File: config.mk
export PLATFORM = sky130hd
export DESIGN_NAME = irq_status_ctrl
export DESIGN_NICKNAME = d
export VERILOG_FILES = /design/src/rtl/irq_status_pkg.sv /design/src/rtl/level_cross_detect.sv /design/src/rtl/irq_flag_bank.sv /design/src/rtl/irq_status_ctrl.sv
export SDC_FILE = /design/constraint.sdc
export NUM_CORES = 1
export LEC_CHECK = 0
export ABC_AREA = 1
export ABC_CLOCK_PERIOD_IN_PS = 2700
export BUFFER_PORTS_ARGS = -buffer_cell sky130_fd_sc_hd__buf_2
export CAP_MARGIN = 20
export CORE_MARGIN = 2
export CORE_UTILIZATION = 52
export CTS_CLUSTER_SIZE = 12
export DETAILED_ROUTE_END_ITERATION = 16
export GPL_ROUTABILITY_DRIVEN = 1
export PLACE_DENSITY = 0.95
export SLEW_MARGIN = 20
export SYNTH_ARGS = -nofsm -noshare
export SYNTH_HDL_FRONTEND = slang
export SYNTH_SLANG_ARGS = --single-unit
File: constraint.sdc
create_clock -name clk_sys -period 2.7 [get_ports clk_sys]
set_input_delay 0.54 -clock clk_sys [delete_from_list [all_inputs] [get_ports clk_sys]]
set_output_delay 0.54 -clock clk_sys [all_outputs]
set_load 0.03 [all_outputs]
File: src/rtl/irq_status_pkg.sv
// Register map, field positions and reset values of the interrupt status block
package irq_status_pkg;
	localparam int ADDR_W = 12;
	localparam int SRC_N = 7;
	localparam logic [11:0] RAW_FLAGS_OFF = 12'h03c;
	localparam logic [11:0] MASKED_FLAGS_OFF = 12'h040;
	localparam logic [11:0] FLAG_CLEAR_OFF = 12'h044;
	localparam logic [11:0] MASK_OFF = 12'h038;
	localparam logic [11:0] IDENT_FOUR_OFF = 12'hfd0;
	localparam logic [11:0] LEVEL_OFF = 12'h048;
	// Lowest flag bit; flags occupy [10:4]
	localparam int FLAG_LSB = 4;
	localparam int RX_LEVEL_BIT = 4;
	localparam int TX_LEVEL_BIT = 5;
	localparam int RX_TIMEOUT_BIT = 6;
	localparam int FRAMING_BIT = 7;
	localparam int PARITY_BIT = 8;
	localparam int BREAK_BIT = 9;
	localparam int OVERRUN_BIT = 10;
	localparam logic [3:0] RAW_LOW_RESET = 4'hf;
	localparam logic [6:0] FLAGS_RESET = 7'h00;
	localparam logic [6:0] MASK_RESET = 7'h00;
	// Identification byte: arbitrary neutral value
	localparam logic [7:0] IDENT_FIELD_FOUR = 8'h5a;
endpackage

File: src/rtl/level_cross_detect.sv
// Detects the fill level passing through a trigger level
`timescale 1ns/100ps
module level_cross_detect #(
	parameter int LVL_W = 5
) (
	input wire logic clk_sys,
	input wire logic rst,
	input wire logic [LVL_W-1:0] fill_level,
	input wire logic [LVL_W-1:0] trigger_level,
	input wire logic rising,
	output logic crossed
);
	logic at_reg;
	logic at_now;

	// Rising: at or above; falling: at or below
	assign at_now = rising ? (fill_level >= trigger_level) : (fill_level <= trigger_level);
	// Only a transition into the triggered region counts
	assign crossed = at_now && !at_reg;

	always_ff @(posedge clk_sys or posedge rst) begin
		if (rst) begin
			at_reg <= 1'b1;
		end else begin
			at_reg <= at_now;
		end
	end
endmodule

File: src/rtl/irq_flag_bank.sv
// Sticky event flags with write-one-to-clear, set winning over clear
`timescale 1ns/100ps
module irq_flag_bank #(
	parameter int N = 7
) (
	input wire logic clk_sys,
	input wire logic rst,
	input wire logic [N-1:0] set_pulse,
	input wire logic [N-1:0] clear_pulse,
	output logic [N-1:0] flags
);
	always_ff @(posedge clk_sys or posedge rst) begin
		if (rst) begin
			flags <= irq_status_pkg::FLAGS_RESET;
		end else begin
			flags <= (flags & ~clear_pulse) | set_pulse;
		end
	end
endmodule

File: src/rtl/irq_status_ctrl.sv
// Interrupt status, mask and clear registers on a classic Wishbone slave
// Operation
// Reading the raw status register returns every flag before masking and writing it does nothing.
// Raw flags sit at overrun 10, break 9, parity 8, framing 7, time-out 6, transmit 5, receive 4.
// A raw flag shows its condition regardless of its mask bit.
// Raw status bits 3:0 are read-only and read as all ones from reset.
// Reading the masked status register returns the masked flags and writing it does nothing.
// Masked status uses the raw bit positions and resets to zero.
// Writing one to a clear bit clears that raw flag and so its masked flag at once; the code clears only with wb_sel_i[1:0] both set.
// Writing zero to a clear bit leaves that flag untouched.
// Clear bits line up with the status bit positions.
// Software leaves reserved upper bits alone and does not rely on their value.
// The fourth identification register is a constant with its byte in bits 7:0, zero above.
// A mask bit of one passes its raw flag to the interrupt and masked status, zero blocks it.
// Transmit and receive flags are set when the fill level crosses the trigger, not while it sits.
// The interrupt output is high while any masked flag is one.
`timescale 1ns/100ps
module irq_status_ctrl #(
	parameter int LVL_W = 5
) (
	input wire logic clk_sys,
	input wire logic rst,
	input wire logic wb_cyc_i,
	input wire logic wb_stb_i,
	input wire logic wb_we_i,
	input wire logic [11:0] wb_adr_i,
	input wire logic [31:0] wb_dat_i,
	input wire logic [3:0] wb_sel_i,
	output logic [31:0] wb_dat_o,
	output logic wb_ack_o,
	input wire logic overrun_event,
	input wire logic break_event,
	input wire logic parity_event,
	input wire logic framing_event,
	input wire logic rx_timeout_event,
	input wire logic [LVL_W-1:0] tx_fill,
	input wire logic [LVL_W-1:0] rx_fill,
	output logic irq
);
	////////////////////////////////////////////////////////////////////////////
	logic [6:0] interrupt_mask_reg;
	logic [6:0] mask_next;
	logic [6:0] flags_next;
	logic [LVL_W-1:0] tx_trig_reg;
	logic [LVL_W-1:0] rx_trig_reg;
	logic [6:0] flags;
	logic [6:0] set_pulse;
	logic [6:0] clear_pulse;
	logic [6:0] masked;
	logic tx_cross;
	logic rx_cross;
	logic req;
	logic wr;
	logic [31:0] rd_next;

	function automatic logic [31:0] place_flags(input logic [6:0] f);
		place_flags = {21'h000000, f, 4'h0};
	endfunction

	function automatic logic hit(input logic [11:0] a, input logic [11:0] off);
		hit = (a == off);
	endfunction

	assign req = wb_cyc_i && wb_stb_i && !wb_ack_o;
	assign wr = req && wb_we_i;

	////////////////////////////////////////////////////////////////////////////
	// Event sources
	level_cross_detect #(.LVL_W(LVL_W)) u_tx_cross (
		.clk_sys(clk_sys),
		.rst(rst),
		.fill_level(tx_fill),
		.trigger_level(tx_trig_reg),
		.rising(1'b0),
		.crossed(tx_cross)
	);

	level_cross_detect #(.LVL_W(LVL_W)) u_rx_cross (
		.clk_sys(clk_sys),
		.rst(rst),
		.fill_level(rx_fill),
		.trigger_level(rx_trig_reg),
		.rising(1'b1),
		.crossed(rx_cross)
	);

	// Set is independent of mask; see R3
	assign set_pulse = {overrun_event, break_event, parity_event, framing_event,
		rx_timeout_event, tx_cross, rx_cross};

	// Write-one clears only with wb_sel_i[1:0] both set, zero bits untouched; see R7 see R8
	assign clear_pulse = (wr && hit(wb_adr_i, irq_status_pkg::FLAG_CLEAR_OFF) && wb_sel_i[1]
		&& wb_sel_i[0]) ? wb_dat_i[10:4] : 7'h00;

	irq_flag_bank #(.N(7)) u_flags (
		.clk_sys(clk_sys),
		.rst(rst),
		.set_pulse(set_pulse),
		.clear_pulse(clear_pulse),
		.flags(flags)
	);

	assign masked = flags & interrupt_mask_reg;

	// Next flag state, so the registered interrupt tracks the flags without lag
	assign flags_next = (flags & ~clear_pulse) | set_pulse;

	////////////////////////////////////////////////////////////////////////////
	// Software-written control
	always_comb begin
		mask_next = interrupt_mask_reg;
		if (wr && hit(wb_adr_i, irq_status_pkg::MASK_OFF)) begin
			if (wb_sel_i[0]) begin
				mask_next[3:0] = wb_dat_i[7:4];
			end
			if (wb_sel_i[1]) begin
				mask_next[6:4] = wb_dat_i[10:8];
			end
		end
	end

	always_ff @(posedge clk_sys or posedge rst) begin
		if (rst) begin
			interrupt_mask_reg <= irq_status_pkg::MASK_RESET;
		end else begin
			interrupt_mask_reg <= mask_next;
		end
	end

	always_ff @(posedge clk_sys or posedge rst) begin
		if (rst) begin
			tx_trig_reg <= LVL_W'(8);
			rx_trig_reg <= LVL_W'(8);
		end else if (wr && hit(wb_adr_i, irq_status_pkg::LEVEL_OFF)) begin
			if (wb_sel_i[0]) begin
				tx_trig_reg <= wb_dat_i[LVL_W-1:0];
			end
			if (wb_sel_i[1]) begin
				rx_trig_reg <= wb_dat_i[8+LVL_W-1:8];
			end
		end
	end

	////////////////////////////////////////////////////////////////////////////
	// Read mux; writes to status registers fall through with no effect
	always_comb begin
		rd_next = 32'h00000000;
		unique case (wb_adr_i)
			irq_status_pkg::RAW_FLAGS_OFF: begin
				rd_next = place_flags(flags) | {28'h0000000, irq_status_pkg::RAW_LOW_RESET}; // see R1 see R2
			end
			irq_status_pkg::MASKED_FLAGS_OFF: begin
				rd_next = place_flags(masked); // see R5
			end
			irq_status_pkg::MASK_OFF: begin
				rd_next = place_flags(interrupt_mask_reg);
			end
			irq_status_pkg::LEVEL_OFF: begin
				rd_next = {16'h0000, 8'(rx_trig_reg), 8'(tx_trig_reg)};
			end
			irq_status_pkg::IDENT_FOUR_OFF: begin
				rd_next = {24'h000000, irq_status_pkg::IDENT_FIELD_FOUR};
			end
			default: begin
				rd_next = 32'h00000000;
			end
		endcase
	end

	always_ff @(posedge clk_sys or posedge rst) begin
		if (rst) begin
			wb_ack_o <= 1'b0;
			wb_dat_o <= 32'h00000000;
		end else begin
			wb_ack_o <= req;
			wb_dat_o <= req ? rd_next : 32'h00000000;
		end
	end

	always_ff @(posedge clk_sys or posedge rst) begin
		if (rst) begin
			irq <= 1'b0;
		end else begin
			irq <= |(flags_next & mask_next);
		end
	end

	////////////////////////////////////////////////////////////////////////////
	chk_ack_one_cycle: assert property (@(posedge clk_sys) disable iff (rst)
		wb_ack_o |=> !wb_ack_o) else $error("ack held two cycles");

	chk_raw_low_ones: assert property (@(posedge clk_sys) disable iff (rst)
		(req && !wb_we_i && wb_adr_i == irq_status_pkg::RAW_FLAGS_OFF)
		|=> wb_dat_o[3:0] == 4'hf) else $error("raw low bits not ones");

	chk_raw_read_flags: assert property (@(posedge clk_sys) disable iff (rst)
		(req && !wb_we_i && wb_adr_i == irq_status_pkg::RAW_FLAGS_OFF)
		|=> wb_dat_o[10:4] == $past(flags)) else $error("raw read mismatch");

	chk_masked_read: assert property (@(posedge clk_sys) disable iff (rst)
		(req && !wb_we_i && wb_adr_i == irq_status_pkg::MASKED_FLAGS_OFF)
		|=> wb_dat_o == place_flags($past(masked))) else $error("masked read mismatch");

	chk_clear_one: assert property (@(posedge clk_sys) disable iff (rst)
		(clear_pulse[6] && !set_pulse[6]) |=> !flags[6]) else $error("clear failed");

	chk_clear_zero: assert property (@(posedge clk_sys) disable iff (rst)
		(!clear_pulse[0] && flags[0]) |=> flags[0]) else $error("flag lost");

	chk_set_unmasked: assert property (@(posedge clk_sys) disable iff (rst)
		set_pulse[5] |=> flags[5]) else $error("set lost");

	chk_irq_level: assert property (@(posedge clk_sys) disable iff (rst)
		irq == |masked) else $error("irq disagrees with masked flags");

	chk_ident_read: assert property (@(posedge clk_sys) disable iff (rst)
		(req && wb_adr_i == irq_status_pkg::IDENT_FOUR_OFF)
		|=> wb_dat_o[31:8] == 24'h000000) else $error("ident upper bits set");

	chk_no_cross_sit: assert property (@(posedge clk_sys) disable iff (rst)
		(rx_fill >= rx_trig_reg) ##1 ((rx_fill >= rx_trig_reg) && $stable(rx_trig_reg))
		|-> !rx_cross) else $error("level sitting set flag");

	chk_raw_write_none: assert property (@(posedge clk_sys) disable iff (rst)
		(wr && hit(wb_adr_i, irq_status_pkg::RAW_FLAGS_OFF) && set_pulse == 7'h00)
		|=> flags == $past(flags)) else $error("raw write changed flags");

	chk_masked_write_none: assert property (@(posedge clk_sys) disable iff (rst)
		(wr && hit(wb_adr_i, irq_status_pkg::MASKED_FLAGS_OFF) && set_pulse == 7'h00)
		|=> flags == $past(flags)) else $error("masked write changed flags");

	chk_clear_lanes: assert property (@(posedge clk_sys) disable iff (rst)
		(wr && hit(wb_adr_i, irq_status_pkg::FLAG_CLEAR_OFF) && wb_sel_i[1:0] == 2'b11
		&& set_pulse == 7'h00)
		|=> flags == ($past(flags) & ~$past(wb_dat_i[10:4]))) else $error("clear lanes wrong");

	chk_dat_idle_zero: assert property (@(posedge clk_sys) disable iff (rst)
		!wb_ack_o |-> wb_dat_o == 32'h00000000) else $error("read data outside ack");

	chk_tx_cross_entry: assert property (@(posedge clk_sys) disable iff (rst)
		tx_cross |-> tx_fill <= tx_trig_reg) else $error("tx crossing outside level");

	chk_ident_low: assert property (@(posedge clk_sys) disable iff (rst)
		(req && wb_adr_i == irq_status_pkg::IDENT_FOUR_OFF)
		|=> wb_dat_o[7:0] == irq_status_pkg::IDENT_FIELD_FOUR) else $error("ident byte wrong");

	cov_clear_write: cover property (@(posedge clk_sys) disable iff (rst) |clear_pulse);
	cov_mask_write: cover property (@(posedge clk_sys) disable iff (rst)
		wr && hit(wb_adr_i, irq_status_pkg::MASK_OFF));
	cov_tx_cross: cover property (@(posedge clk_sys) disable iff (rst) tx_cross);
	cov_irq_rise: cover property (@(posedge clk_sys) disable iff (rst) $rose(irq));
	cov_rx_cross: cover property (@(posedge clk_sys) disable iff (rst) rx_cross);
endmodule

==> summary.md <==
By startpoint and endpoint, the worst setup path is classified as register to register. The period utilization works out to 0.660. The worst setup path is captured at a register. Fraction of final layout cells with drive strength greater than 1: 0.265.

The maximum number of pins on one net before global-route repair was 42; the count of synthesis-stage warnings from yosys was 0. The count of state elements after synthesis is 41, and the number of synthesized flops with an enable pin is 0. The run gives 0 as the quantity of gates resized following cts. The logs give 185 uV for the worst vdd rail ir drop and 1.66 nW for the leakage power total.

The signal on the critical path passes through inv_1 > ha_1 > nand2_1 > nor2_1 > nand2_1 > nand3_1 > nand2_1 > nand2_1 > nand2_1 > nand2_1 > nand2_1 > nor2_1 > nand2_1. The run gives 0 as the number of diodes added for antenna fixing. At the worst endpoint, the arrival time is 1.97 ns.

The first global-routing pass estimated 8970 um of wire. The clock latency on the worst-skew pair is 0.29 ns. The final number of hold-violating endpoints was 0; the final critical-path required period was 1.78 ns. In the post-synthesis netlist, the biggest area contributors are sky130_fd_sc_hd__dfrtp_1 (37%), sky130_fd_sc_hd__nand2_1 (9.8%), sky130_fd_sc_hd__inv_1 (7.7%). The maximum cell stage delay along the critical path came out at 0.55 ns.

The post-synthesis async set-or-reset flop share was 1.00; the number of buffers added to fix hold violations after cts was 0. Of all nets on the critical path, the largest fanout is 3. The largest area contributor in the synthesized netlist was sky130_fd_sc_hd__dfrtp_1.

The tools report the total count of max-transition violations in the final report as 0. The area growth from synthesis to layout is 15.2%. The pre-antenna-repair detailed-routing pass consisted of 4 iterations. Summing all non-filler instances in the final layout gives an area of 2880 sq um. The clock arrives with 0.00501 ns of skew.

For the number of antenna violations at the first check in global routing, the log shows 0. The post-CTS setup buffer count is 0, and the slew of the pin with the lowest slew margin is 0.504 ns. The detailed router placed 2,151 vias in this run.

The die covers 5370 sq um. The post-synthesis sequential area ratio was 0.413; the final-stage net count was 443. The number of I/O port buffers was 61; the sum of overflow across all layers after global routing was 0. After the first detailed-routing iteration, the DRC count stood at 192.

Among the stages of the critical path, the cell type that occurs most often is sky130_fd_sc_hd__nand2_1. The number of different library cells used by synthesis comes to 30. In the routed layout, each cell is associated on average with a via count of 5.12.

Setup repair after global routing left no endpoint under its margin. The run gives 0.535 as the initial core utilization. Combined area of all synthesized cells: 2490 sq um.

The flow ran to the end, and the final reports show no timing, DRC or antenna violations. Buffers inserted during clock tree synthesis total 5. The path type of the worst min-delay path was input port to async pin.

Setup total negative slack on the finished layout was measured at 0 ns. The largest buffer count on any clock path is 2, and the flip-flop count of the largest register after layout is 13. For the max-slew headroom at the worst pin, the log shows 0.664. The portion of synthesized cell area occupied by the leading cell type is 0.371, and the number of clock sinks is 41. The horizontal die dimension is 73.3 um, and the number of placement rows is 25.

After filler insertion, the fill cell instance count of the layout stands at 413. Cell area power density: 409 nW/um^2. The type of origin of the critical path is a register.

The buffer cell driving the clock tree root was sky130_fd_sc_hd__clkbuf_8. TritonCTS built the clock tree. The data required time of the critical path is 2.89 ns. After clock tree synthesis, the clock-pin slew on the worst setup and hold paths is 0.08 ns.

Routability-driven placement finished with a final weighted congestion of 0.888. The core region is 4660 sq um. The global routing usage summed across all routing layers was 0.217.

For the number of global-route vias before repair, the log shows 2,102. For the detailed placer's ending HPWL, the log shows 4190 um. The most frequently used cell type in the post-synthesis netlist is sky130_fd_sc_hd__nand2_1. A synthesized cell averages 8.34 sq um. The residual antenna-violating net count after detailed routing came out at 0. The final setup violation count came out at 0. The run gives 102 as the number of primary I/O pins.

The logs give 299 for the instance count of the mapped netlist and 1030 sq um for the sequential cell area. The run gives 0 as the number of remaining DRC errors. Critical path's slowest cell: sky130_fd_sc_hd__dfstp_2. The run gives 561 MHz as the maximum clock frequency. Ranked by instance count, the synthesized netlist is headed by sky130_fd_sc_hd__nand2_1 (65), sky130_fd_sc_hd__inv_1 (51), sky130_fd_sc_hd__dfrtp_1 (37), sky130_fd_sc_hd__nor2_1 (25), sky130_fd_sc_hd__buf_4 (21). The total routed wirelength is 5440 um. The max capacitance violation total is 0, and the placed standard-cell area is 2790 sq um. Summing all multi-input logic gate instances after layout gives 1170 sq um. The most used flip-flop cell after synthesis is sky130_fd_sc_hd__dfrtp_1. The clock tree synthesis step divided the H-tree into 2 levels.

The floorplan step set the die height to 73.3 um. The average routed wire per standard cell works out to 13.0 um.
-- final timing paths --
kind,from,depth (start not counted),slack [ns],end
worst max-delay path,tx_trig_reg[3]$_DFFE_PP1P_,13,0.92,irq$_DFF_PP0_
worst min-delay path,rst,3,0.37,interrupt_mask_reg[6]$_DFF_PP0_
worst max register to register,tx_trig_reg[3]$_DFFE_PP1P_,13,0.92,irq$_DFF_PP0_
worst min register to register,u_flags.flags[2]$_DFF_PP0_,2,0.50,u_flags.flags[2]$_DFF_PP0_
max in group asynchronous,rst,3,1.97,u_tx_cross.at_reg$_DFF_PP1_
min in group clk_sys,parity_event,3,0.44,u_flags.flags[4]$_DFF_PP0_
-- through the flow --
step                hold slack (ns)   util  std cells  total power [W]  setup slack [ns]
finish                        0.366  0.617        420          0.00118             0.917
detailed placement            0.487  0.598        412         0.000778             0.702
global placement              0.473  0.598        412         0.000771             0.762
floorplan                     0.460      -        317         0.000745              1.06
global route                  0.429  0.617        420          0.00123             0.731
CTS                           0.384  0.617        420          0.00118             0.902
-- cell families after synthesis --
| family | count (synthesis) | synth area share |
|---|---|---|
| simple gates | 125 | 0.244 |
| buf+inv | 74 | 0.145 |
| flops | 41 | 0.413 |
| compound gates | 37 | 0.0822 |
| mux | 11 | 0.0642 |
| fa+ha+maj | 10 | 0.0502 |
| other cells | 1 | 0.00150 |
-- cell usage in the layout (no fill, tap or decap), types with 10 or more instances in the layout --
cell	instances
sky130_fd_sc_hd__nand3_1	12
sky130_fd_sc_hd__buf_2	61
sky130_fd_sc_hd__conb_1	19
sky130_fd_sc_hd__mux2_4	10
sky130_fd_sc_hd__nor2_1	25
sky130_fd_sc_hd__ha_1	10
sky130_fd_sc_hd__dfrtp_1	37
sky130_fd_sc_hd__o21ai_0	12
sky130_fd_sc_hd__a21oi_1	16
sky130_fd_sc_hd__nand2_1	65
sky130_fd_sc_hd__inv_1	51
-- power by group --
part | internal (W) | total (W) | switching, W
sequential | 0.000619 | 0.000620 | 0.00000132
clock | 0.000208 | 0.000410 | 0.000202
combinational | 0.0000447 | 0.000146 | 0.000101
total | 0.000872 | 0.00118 | 0.000305
-- routing by layer --
layer	global-route usage	vias up	share of wire
met5	0	-	0
met4	0.0823	0	0.012
met3	0.0466	6	0.079
met2	0.374	99	0.51
met1	0.264	1004	0.40
li1	-	1042	-
-- worst max-delay path: cells and delay by family, from the launching register on --
| kind | cells | cell delay, ns |
|---|---|---|
| fa+ha+maj | 1 | 0.26 |
| buf+inv | 1 | 0.04 |
| flops | 1 | 0.55 |
| simple gates | 11 | 0.82 |
-- area by class of cell --
cell class,count,area share
multi-input cells,202,0.407
well taps,54,0.0235
inverters,53,0.0709
flip-flops and latches,41,0.359
clock buffers,8,0.0313
repair buffers,62,0.109
(Power assumes the default switching activity.)
